[src/ext_bus_pkg.sv]
// shared constants and types for the external bus strobe controller
package ext_bus_pkg;

  // register indices and their byte addresses on the register bus
  localparam logic [7:0]  PORT0_INDEX    = 8'h80;
  localparam logic [7:0]  AUX_INDEX      = 8'h8E;
  localparam logic [11:0] PORT0_ADDR     = {2'b00, PORT0_INDEX, 2'b00};
  localparam logic [11:0] AUX_ADDR       = {2'b00, AUX_INDEX, 2'b00};

  // reset values
  localparam logic [7:0]  PORT0_RESET    = 8'hFF;
  localparam logic [1:0]  AUX_RESET      = 2'h0;

  // aux_function_control field positions
  localparam int          AUX_SUPPRESS_BIT = 0;
  localparam int          AUX_XRAM_BIT     = 1;
  localparam int          AUX_WIDTH        = 2;

  // machine cycle timing, in oscillator clocks
  localparam int          CLKS_PER_CYCLE = 6;
  localparam logic [2:0]  PH_LAST        = 3'(CLKS_PER_CYCLE - 1);
  localparam logic [2:0]  PH_ALE         = 3'h0;
  localparam logic [2:0]  PH_ADDR_END    = 3'h1;
  localparam logic [2:0]  PH_PROG_READ_STROBE_A      = 3'h2;
  localparam logic [2:0]  PH_PROG_READ_STROBE_B      = 3'h4;
  localparam logic [2:0]  PH_DATA_START  = 3'h2;
  localparam logic [2:0]  PH_DATA_END    = 3'h1;

  typedef enum logic [1:0] {
    BUS_IDLE,
    BUS_ADDR,
    BUS_DATA
  } bus_state_type;

endpackage

[src/cycle_timing_if.sv]
// machine cycle phase carried from the timer to the strobe logic
interface cycle_timing_if;
  logic [2:0] phase;
  logic       lastPhase;

  modport gen (
    output phase,
    output lastPhase
  );

  modport sink (
    input phase,
    input lastPhase
  );
endinterface

[src/machine_cycle_timer.sv]
// six-clock machine cycle phase counter
module machine_cycle_timer (
  input wire logic  sys_clk,
  input wire logic  reset,
  cycle_timing_if.gen tim
);

  logic [2:0] phase_r;
  logic [2:0] phase_nxt;

  assign phase_nxt     = (phase_r == ext_bus_pkg::PH_LAST) ? 3'h0
                                                           : phase_r + 3'h1;
  assign tim.phase     = phase_r;
  assign tim.lastPhase = (phase_r == ext_bus_pkg::PH_LAST);

  always_ff @(posedge sys_clk or posedge reset) begin
    if (reset) begin
      phase_r <= 3'h0;
    end else begin
      phase_r <= phase_nxt;
    end
  end
endmodule

[src/ext_bus_strobe_ctrl.sv]
// external memory bus strobe controller with APB register slave
//
// Overview of operation
// - address latch strobe pulses every machine cycle
// - one latch strobe dropped per data access
// - suppress bit limits latch strobe to data moves
// - program read strobe twice per machine cycle
// - two program read strobes dropped per access
// - no program read strobe on internal execution
// - select low fetches external, high internal
// - select level caught on first clock after reset, then frozen
// - read and write strobes low during access
// - reserved bits written zero, read as zero
// - fixed bits written and read as fixed
// - machine cycle lasts six clocks
// - port 0 multiplexes low address and data
// - port 2 carries high address byte
module ext_bus_strobe_ctrl (
  input  wire logic        sys_clk,
  input  wire logic        reset,
  input  wire logic        psel,
  input  wire logic        penable,
  input  wire logic        pwrite,
  input  wire logic [11:0] paddr,
  input  wire logic [31:0] pwdata,
  output logic      [31:0] prdata,
  output logic             pready,
  output logic             pslverr,
  input  wire logic        extAccessSelect,
  input  wire logic [15:0] fetchAddr,
  input  wire logic        memReq,
  input  wire logic        memWrite,
  input  wire logic        memWide,
  input  wire logic [15:0] memAddr,
  input  wire logic [7:0]  memWdata,
  output logic      [7:0]  memRdata,
  output logic             memAck,
  output logic             addrLatchStrobe,
  output logic             progReadStrobeN,
  output logic             rdStrobeN,
  output logic             wrStrobeN,
  output logic      [7:0]  port0Out,
  output logic      [7:0]  port0Oe,
  input  wire logic [7:0]  port0In,
  output logic      [7:0]  port2Out,
  output logic             extDataRamSelect,
  output logic             extExecActive
);

  ////////////////////////////////////////////////////////////////////////////
  // machine cycle timing

  cycle_timing_if tIf ();

  machine_cycle_timer uTimer (
    .sys_clk (sys_clk),
    .reset   (reset),
    .tim     (tIf.gen)
  );

  ////////////////////////////////////////////////////////////////////////////
  // state and registers

  ext_bus_pkg::bus_state_type state_r;
  ext_bus_pkg::bus_state_type state_nxt;

  logic [7:0]  port0Latch_r;
  logic [ext_bus_pkg::AUX_WIDTH-1:0] aux_r;
  logic        extSel_r;
  logic        strapDone_r;
  logic        accWrite_r;
  logic        accWide_r;
  logic [15:0] accAddr_r;
  logic [7:0]  accWdata_r;
  logic        ale_r;
  logic        psenN_r;
  logic        rdN_r;
  logic        wrN_r;
  logic [7:0]  p0Out_r;
  logic [7:0]  p0Oe_r;
  logic [7:0]  p2Out_r;
  logic [7:0]  memRdata_r;
  logic        memAck_r;
  logic [31:0] prdata_r;

  function automatic logic regSel(input logic [11:0] a,
                                  input logic [11:0] target);
    regSel = (a == target);
  endfunction

  ////////////////////////////////////////////////////////////////////////////
  // bus cycle decode

  wire  [2:0] ph        = tIf.phase;
  wire        extExec   = strapDone_r & ~extSel_r;
  wire        inIdle    = (state_r == ext_bus_pkg::BUS_IDLE);
  wire        inAcc1    = (state_r == ext_bus_pkg::BUS_ADDR);
  wire        inAcc2    = (state_r == ext_bus_pkg::BUS_DATA);
  wire        suppress  = aux_r[ext_bus_pkg::AUX_SUPPRESS_BIT];
  wire        acceptReq = tIf.lastPhase & memReq & ~inAcc1;

  always_comb begin
    state_nxt = state_r;
    if (tIf.lastPhase) begin
      case (state_r)
        ext_bus_pkg::BUS_IDLE: state_nxt = acceptReq ? ext_bus_pkg::BUS_ADDR
                                                     : ext_bus_pkg::BUS_IDLE;
        ext_bus_pkg::BUS_ADDR: state_nxt = ext_bus_pkg::BUS_DATA;
        ext_bus_pkg::BUS_DATA: state_nxt = acceptReq ? ext_bus_pkg::BUS_ADDR
                                                     : ext_bus_pkg::BUS_IDLE;
        default:               state_nxt = ext_bus_pkg::BUS_IDLE;
      endcase
    end
  end

  // latch strobe: every cycle (address half only when suppressed), dropped in the data half of an access
  wire aleWant = (ph == ext_bus_pkg::PH_ALE)
               & (inAcc1 | (~suppress & ~inAcc2));

  // program read strobe twice a cycle, dropped while the access owns port 0
  wire psenWant = extExec & ~inAcc1
                & ((ph == ext_bus_pkg::PH_PROG_READ_STROBE_A)
                 | (ph == ext_bus_pkg::PH_PROG_READ_STROBE_B));

  wire dataWin = (inAcc1 & (ph >= ext_bus_pkg::PH_DATA_START))
               | (inAcc2 & (ph <= ext_bus_pkg::PH_DATA_END));
  wire rdWant  = dataWin & ~accWrite_r;
  wire wrWant  = dataWin & accWrite_r;

  wire dataAddrPh  = inAcc1 & (ph <= ext_bus_pkg::PH_ADDR_END);
  wire fetchAddrPh = extExec & inIdle & (ph <= ext_bus_pkg::PH_ADDR_END);
  wire busOwned    = extExec | ~inIdle;
  wire p0Drive     = dataAddrPh | fetchAddrPh | wrWant;

  // low address, then write data, on the multiplexed port
  wire [7:0] p0Out_nxt = dataAddrPh  ? accAddr_r[7:0] :
                         fetchAddrPh ? fetchAddr[7:0] :
                         wrWant      ? accWdata_r     : 8'h00;
  // latch drives open drain when the bus is not in use
  wire [7:0] p0Oe_nxt  = p0Drive  ? 8'hFF :
                         busOwned ? 8'h00 : ~port0Latch_r;
  wire [7:0] p2Out_nxt = (~inIdle & accWide_r) ? accAddr_r[15:8] :
                         (extExec & inIdle)    ? fetchAddr[15:8] :
                                                 8'hFF;

  wire readDone = inAcc2 & (ph == ext_bus_pkg::PH_DATA_END);

  ////////////////////////////////////////////////////////////////////////////
  // register bus decode

  wire apbSetup  = psel & ~penable;
  wire apbAccess = psel & penable;
  wire hitPort0  = regSel(paddr, ext_bus_pkg::PORT0_ADDR);
  wire hitAux    = regSel(paddr, ext_bus_pkg::AUX_ADDR);
  wire apbWrite  = apbAccess & pwrite;

  // reserved aux bits are dropped on write and read back as zero
  wire [31:0] prdata_nxt = hitPort0 ? {24'h0, port0Latch_r} :
                           hitAux   ? {30'h0, aux_r}        : 32'h0;

  assign pready           = 1'b1;
  assign pslverr          = apbAccess & ~(hitPort0 | hitAux);
  assign prdata           = prdata_r;
  assign memRdata         = memRdata_r;
  assign memAck           = memAck_r;
  assign addrLatchStrobe  = ale_r;
  assign progReadStrobeN  = psenN_r;
  assign rdStrobeN        = rdN_r;
  assign wrStrobeN        = wrN_r;
  assign port0Out         = p0Out_r;
  assign port0Oe          = p0Oe_r;
  assign port2Out         = p2Out_r;
  assign extDataRamSelect = aux_r[ext_bus_pkg::AUX_XRAM_BIT];
  assign extExecActive    = extExec;

  ////////////////////////////////////////////////////////////////////////////
  // flip-flops

  always_ff @(posedge sys_clk or posedge reset) begin
    if (reset) begin
      port0Latch_r <= ext_bus_pkg::PORT0_RESET;
      aux_r        <= ext_bus_pkg::AUX_RESET;
      prdata_r     <= 32'h0;
    end else begin
      if (apbSetup) begin
        prdata_r <= prdata_nxt;
      end
      if (apbWrite && hitPort0) begin
        port0Latch_r <= pwdata[7:0];
      end
      if (apbWrite && hitAux) begin
        aux_r <= pwdata[ext_bus_pkg::AUX_WIDTH-1:0];
      end
    end
  end

  // strap is caught on the first edge after reset release
  always_ff @(posedge sys_clk or posedge reset) begin
    if (reset) begin
      strapDone_r <= 1'b0;
      extSel_r    <= 1'b1;
    end else if (!strapDone_r) begin
      strapDone_r <= 1'b1;
      extSel_r    <= extAccessSelect;
    end
  end

  always_ff @(posedge sys_clk or posedge reset) begin
    if (reset) begin
      state_r    <= ext_bus_pkg::BUS_IDLE;
      accWrite_r <= 1'b0;
      accWide_r  <= 1'b0;
      accAddr_r  <= 16'h0;
      accWdata_r <= 8'h00;
    end else begin
      state_r <= state_nxt;
      if (acceptReq) begin
        accWrite_r <= memWrite;
        accWide_r  <= memWide;
        accAddr_r  <= memAddr;
        accWdata_r <= memWdata;
      end
    end
  end

  always_ff @(posedge sys_clk or posedge reset) begin
    if (reset) begin
      ale_r      <= 1'b0;
      psenN_r    <= 1'b1;
      rdN_r      <= 1'b1;
      wrN_r      <= 1'b1;
      p0Out_r    <= 8'h00;
      p0Oe_r     <= 8'h00;
      p2Out_r    <= 8'hFF;
      memRdata_r <= 8'h00;
      memAck_r   <= 1'b0;
    end else begin
      ale_r    <= aleWant;
      psenN_r  <= ~psenWant;
      rdN_r    <= ~rdWant;
      wrN_r    <= ~wrWant;
      p0Out_r  <= p0Out_nxt;
      p0Oe_r   <= p0Oe_nxt;
      p2Out_r  <= p2Out_nxt;
      memAck_r <= readDone;
      if (readDone && !accWrite_r) begin
        memRdata_r <= port0In;
      end
    end
  end
endmodule

[config.mk]
export PLATFORM = sky130hd
export DESIGN_NAME = ext_bus_strobe_ctrl
export DESIGN_NICKNAME = d
export VERILOG_FILES = /design/src/ext_bus_pkg.sv /design/src/cycle_timing_if.sv /design/src/machine_cycle_timer.sv /design/src/ext_bus_strobe_ctrl.sv
export SDC_FILE = /design/constraint.sdc
export NUM_CORES = 1
export LEC_CHECK = 0
export BUFFER_PORTS_ARGS = -buffer_cell sky130_fd_sc_hd__buf_4
export CAP_MARGIN = 20
export CELL_PAD_IN_SITES_DETAIL_PLACEMENT = 0
export CELL_PAD_IN_SITES_GLOBAL_PLACEMENT = 1
export CORE_MARGIN = 2
export CORE_UTILIZATION = 25
export DETAILED_ROUTE_END_ITERATION = 6
export HOLD_SLACK_MARGIN = 0.02
export PLACE_DENSITY_LB_ADDON = 0.1
export SYNTH_ARGS = -nofsm -noshare
export SYNTH_HDL_FRONTEND = slang
export SYNTH_SLANG_ARGS = --single-unit
[constraint.sdc]
create_clock -name sys_clk -period 3.09 [get_ports sys_clk]
set_input_delay 0.4635 -clock sys_clk [delete_from_list [all_inputs] [get_ports sys_clk]]
set_output_delay 0.4635 -clock sys_clk [all_outputs]
set_load 0.005 [all_outputs]
# Word-level counts from Yosys, hierarchy flattened
# Cells that the tools add are included.
[word_totals] latchBits=0 romBits=0 word_cells=89 input_bits=101 memories=0 output_inout_bits=73 register_bits=112 ram_bits=0
[op_classes] order_cmp=2 multipliers=0 eq_ne=8 n_reduce_logical=7 bitwise_logic=39 n_addsub=1 n_mux=12 n_div=0 shift=0
[op_table] cell="8-bit two-way mux" n=8
[op_table] cell="12-bit by 10-bit equality test with 1-bit output (second input constant)" n=2
[op_table] cell="1-bit bitwise AND" n=20
[op_table] cell="1-bit inverter" n=11
[op_table] cell="8-bit inverter" n=1
[op_table] cell="1-bit OR" n=7
[op_table] cell="3-bit equality test (second input constant)" n=2
[op_table] cell="2-bit case mux with 2 select lines" n=1
[op_table] cell="3-bit by 1-bit adder with 3-bit output (second input constant)" n=1
[op_table] cell="3-bit by 1-bit equality test with 1-bit output (second input constant)" n=1
[op_table] cell="3-bit by 2-bit equality test with 1-bit output (second input constant)" n=1
[op_table] cell="3-bit by 2-bit >= comparator with 1-bit output (second input constant)" n=1
[op_table] cell="3-bit by 1-bit <= comparator with 1-bit output (second input constant)" n=1
[op_table] cell="1-bit logical AND" n=3
[op_table] cell="3-bit zero test" n=1
[op_table] cell="3-bit two-way mux" n=1
[op_table] cell="2-bit by 1-bit equality test with 1-bit output (second input constant)" n=1
[op_table] cell="2-bit equality test (second input constant)" n=1
[op_table] cell="2-bit zero test" n=1
[op_table] cell="2-bit two-way mux" n=1
[op_table] cell="2-bit OR reduction" n=1
[op_table] cell="1-bit zero test" n=1
[op_table] cell="1-bit two-way mux" n=1

# Logic depth before layout (Yosys ltp)
[depth] word_depth=7 ltp_mapped=6

# Hierarchy
# Synthesis repeated with hierarchy kept, for this count alone.
[hier_totals] hier_cells=270 area_unflattened_um2=3678.5
[by_module_without_submodules] mod="ext_bus_strobe_ctrl" seq_area_each_um2=2152.1 cells_per_inst=258 instances=1 area_per_inst_um2=3553.4
[by_module_without_submodules] mod="machine_cycle_timer" seq_area_each_um2=75.1 cells_per_inst=12 instances=1 area_per_inst_um2=125.1

# Worst setup path before layout
# OpenSTA, ideal clock, no wires.
[synth_timing] kind="input-to-reg" startpoint="in paddr[8]" endpoint="reg port0Latch_r[0]" path_slack_ps=1247 arrival_ps=1760 path_stages=4 setup_ps=82 cell_sequence="nor4b_2 nand2_2 nor4_4 mux2_2"
[synth_via] elab_chain_len=2
[synth_lines] element="start, declared" line_no="ext_bus_strobe_ctrl.sv:24" rtl="input wire logic [11:0] paddr,"
[synth_lines] element="12-bit by 10-bit equality test with 1-bit output" line_no="ext_bus_strobe_ctrl.sv:88" rtl="regSel = (a == target);"
[synth_lines] element="1-bit logical AND" line_no="ext_bus_strobe_ctrl.sv:188" rtl="if (apbWrite && hitPort0) begin"
[synth_lines] element="end signal, assigned" line_no="ext_bus_strobe_ctrl.sv:181" rtl="port0Latch_r <= ext_bus_pkg::PORT0_RESET;"
[synth_lines] element="end signal, assigned" line_no="ext_bus_strobe_ctrl.sv:189" rtl="port0Latch_r <= pwdata[7:0];"
[synth_lines] element="end, declared" line_no="ext_bus_strobe_ctrl.sv:67" rtl="logic [7:0] port0Latch_r;"
# No other way between the ends.
# A chain may end at the register's enable or synchronous reset.

# Worst setup path after layout
[layout_timing] startpoint="in paddr[3]" endpoint="out pslverr"
[layout_via] elab_chain_len=4
[layout_lines] element="12-bit by 10-bit equality test with 1-bit output" line_no="ext_bus_strobe_ctrl.sv:88"
[layout_lines] element="1-bit OR *" line_no="ext_bus_strobe_ctrl.sv:162" rtl="assign pslverr = apbAccess & ~(hitPort0 | hitAux);"
[layout_lines] element="1-bit inverter *" line_no="ext_bus_strobe_ctrl.sv:162"
[layout_lines] element="1-bit bitwise AND *" line_no="ext_bus_strobe_ctrl.sv:162"
[layout_lines] element="end, declared" line_no="ext_bus_strobe_ctrl.sv:28" rtl="output logic pslverr,"
# Every way passes the cells marked *; elsewhere a longest branch is shown, timed or not.

==> run summary <==
Synth Flop Type = dfrtp_1
post-synthesis compound-gate area fraction = 0.0878
Synth Register Bits = 88
Fin. Hold Viols = 0
DR vias/cell = 4.21
post-cts sizing count = 0
H-tree depth = 3
diodes inserted = 0
DR vias = 2470
Power Density = 553 nW/um^2
initial antenna violation count = 0
Slew Limit Fails = 0
first-pass GRT wire length = 13700 um
Remaining Overflow, GRT = 0
initial core utilization = 0.254
Critical Path Start = paddr[3]
WL per Instance = 14.6 um
Post-CTS Setup Inserts = 0
Crit Reg-Reg Startpoint = uTimer.tim.phase[2]
FP Rows = 44
Die Wd = 125 um
largest family of logic cells by synthesized area = multiplexers
CTS buffer count = 9
xor/xnor cell area share of the yosys netlist = 0.00238
Total Routing Usage GR = 0.113
Sink Count = 88
multi-input logic area = 1290 sq um
placed cell count = 570
Post-Synth Adder-Cell Area = 0
Clock Tree Buf Depth = 2
Placer Congestion = 0.710
Slew headroom = 0.493
worst slew pin tran = 0.756 ns
Worst VDD drop = 0.219 mV
Die Height = 125 um
fin nets = 499
vias in the first global route = 2590
Seq/Total Area, Yosys = 0.606
metal3 WL = 427 um
die area = 15700 sq um
Final Cycle Share = 0.643
total iterations of the first detailed-routing run = 3
Simple-Gate Fraction of Synth Area = 0.0922
DRC violations left = 0
Cell variety after synth = 38
Hold WC Path Type = in -> async
WL final = 8600 um
worst endpoint required time = 2.63 ns
Period minus WS final = 1.99 ns
multiplexer area fraction after synthesis = 0.143
ys async rst share = 1.00
met2 wire len = 4340 um
maxcap violations = 0
fraction of layout cells with a size suffix above 1 = 0.538
hold_buf cts = 0
Post-synth EDFFs = 0
post-route setup TNS = 0 ns
Worst setup SP type = input port
pin count of the biggest net entering global routing = 48
Clk Latency, worst-skew pair = 0.34 ns
fillers = 1463
Netlist Area Pre-Place = 3680 sq um
status = complete, no violations
CP Max Fanout = 4
syn avg cell area = 13.7 sq um
initial DRC count = 100
Lkg Pwr = 0.00232 uW
setup violators final = 0
CP endpoint kind = output port
IO Port Bufs = 124
clock skew = 0.00938 ns
Ys Warns = 0
Setup CP Type = in -> out
Cells after Synth = 269
Critical Path AT = 1.52 ns
P&R area growth vs syn = 37.1%
register area = 2230 sq um
DR top layer = met4
Clock Root Buffer = clkbuf_16
CTS tree = done
Worst-path clk slew = 0.06 ns
fin cells = 587
Core ar. = 14500 sq um
unrepaired setup endpoints after global routing = no
FMAX = 503 MHz
# IOs = 174
DP HPWL = 6030 um
post-route ant nets = 0
WHS = 0.186 ns
metal1 wirelength = 3660 um
==> cell usage in the layout, fill, tap and decap left out, types with 6 or more instances in the layout <==
| master | instances |
|---|---|
| dfstp_2 | 20 |
| a221o_1 | 8 |
| buf_4 | 127 |
| mux2_2 | 45 |
| a22o_1 | 6 |
| dfrtp_1 | 68 |
| nand2_1 | 9 |
| and2_1 | 9 |
| o21ai_0 | 10 |
| clkbuf_16 | 9 |
| o22a_1 | 8 |
| conb_1 | 26 |
==> worst paths after layout <==
check / cells past startpoint / to / slack (ns)
worst max-delay path: 5 / pslverr / 1.10
worst min-delay path: 2 / accWdata_r[0] / 0.19
worst max register to register: 3 / memRdata[7] / 1.15
worst min register to register: 1 / port2Out[6] / 0.49
max in group asynchronous: 3 / port0Latch_r[4] / 2.17
min in group sys_clk: 2 / accAddr_r[4] / 0.36
==> report_power, final <==
group / total, uW / switching [uW] / internal (uW)
Sequential: 1330 / 51.5 / 1280
Clock: 1080 / 431 / 648
Combinational: 379 / 147 / 232
==> flip-flops by register name, indices dropped and copies added (netlist names), 2 cells and up <==
name / cells
accAddr_r: 16
prdata: 8
accWdata_r: 8
memRdata: 8
aux_r: 2
uTimer.tim.phase: 3
state_r: 2
port0Latch_r: 8
port2Out: 8
port0Oe: 8
port0Out: 8
==> synth_stat cells, types with 2 or more instances <==
| master | instances | area [sq um] |
|---|---|---|
| dfstp_2 | 20 | 526 |
| mux2_2 | 45 | 507 |
| a211oi_1 | 2 | 15.0 |
| nor2_1 | 4 | 15.0 |
| o31ai_1 | 2 | 15.0 |
| inv_1 | 3 | 11.3 |
| clkbuf_1 | 3 | 11.3 |
| buf_4 | 25 | 188 |
| dfrtp_1 | 68 | 1700 |
| nand3_1 | 2 | 10.0 |
| and2_1 | 9 | 56.3 |
| nand2b_1 | 5 | 31.3 |
| nor4_4 | 3 | 63.8 |
| nand2_1 | 9 | 33.8 |
| or2_2 | 2 | 12.5 |
| conb_1 | 2 | 7.51 |
| nor3_1 | 4 | 20.0 |
| o21ai_0 | 10 | 50.1 |
| mux2i_1 | 2 | 20.0 |
| a21o_1 | 3 | 22.5 |
| o22a_1 | 8 | 70.1 |
| a221o_1 | 8 | 80.1 |
| nand4_1 | 3 | 18.8 |
| a22o_1 | 6 | 52.6 |
| nor4_1 | 2 | 12.5 |
| buf_2 | 7 | 35.0 |
==> per-stage QoR <==
| stage | util | total power (uW) | cell area [sq um] | setup WS, ns |
|---|---|---|---|---|
| floorplan | - | 1530 | 3770 | 0.381 |
| global placement | 0.327 | 1730 | 4740 | 0.899 |
| detailed placement | 0.327 | 1740 | 4740 | 0.870 |
| CTS | 0.348 | 2840 | 5030 | 1.01 |
| global route | 0.348 | 2940 | 5040 | 1.01 |
| finish | 0.348 | 2790 | 5040 | 1.10 |
==> worst max-delay path: stages <==
cell	delay [ns]
buf_4	0.12
or3_1	0.47
a211oi_1	0.28
nor2_1	0.06
buf_4	0.13
==> metal layers <==
| metal | GRT usage | vias to the layer above |
|---|---|---|
| met2 | 0.192 | 74 |
| li1 | - | 1175 |
| met3 | 0.0282 | 12 |
| met1 | 0.134 | 1209 |
| met4 | 0.0529 | 0 |
| met5 | 0 | - |
==> cell type report <==
| class | count | area share |
|---|---|---|
| flip-flops and latches | 88 | 0.442 |
| multi-input cells | 167 | 0.257 |
| repair buffers | 129 | 0.195 |
| clock buffers | 13 | 0.0497 |
| well taps | 184 | 0.0457 |
| clock inverters | 3 | 0.00844 |
| inverters | 3 | 0.00273 |
==> cell families after synthesis <==
logic type	Yosys count
compound gates	42
other cells	2
buf+inv	38
xor+xnor	1
flops	88
mux	47
simple gates	51
Note: power is estimated with default switching activity, not from simulation.
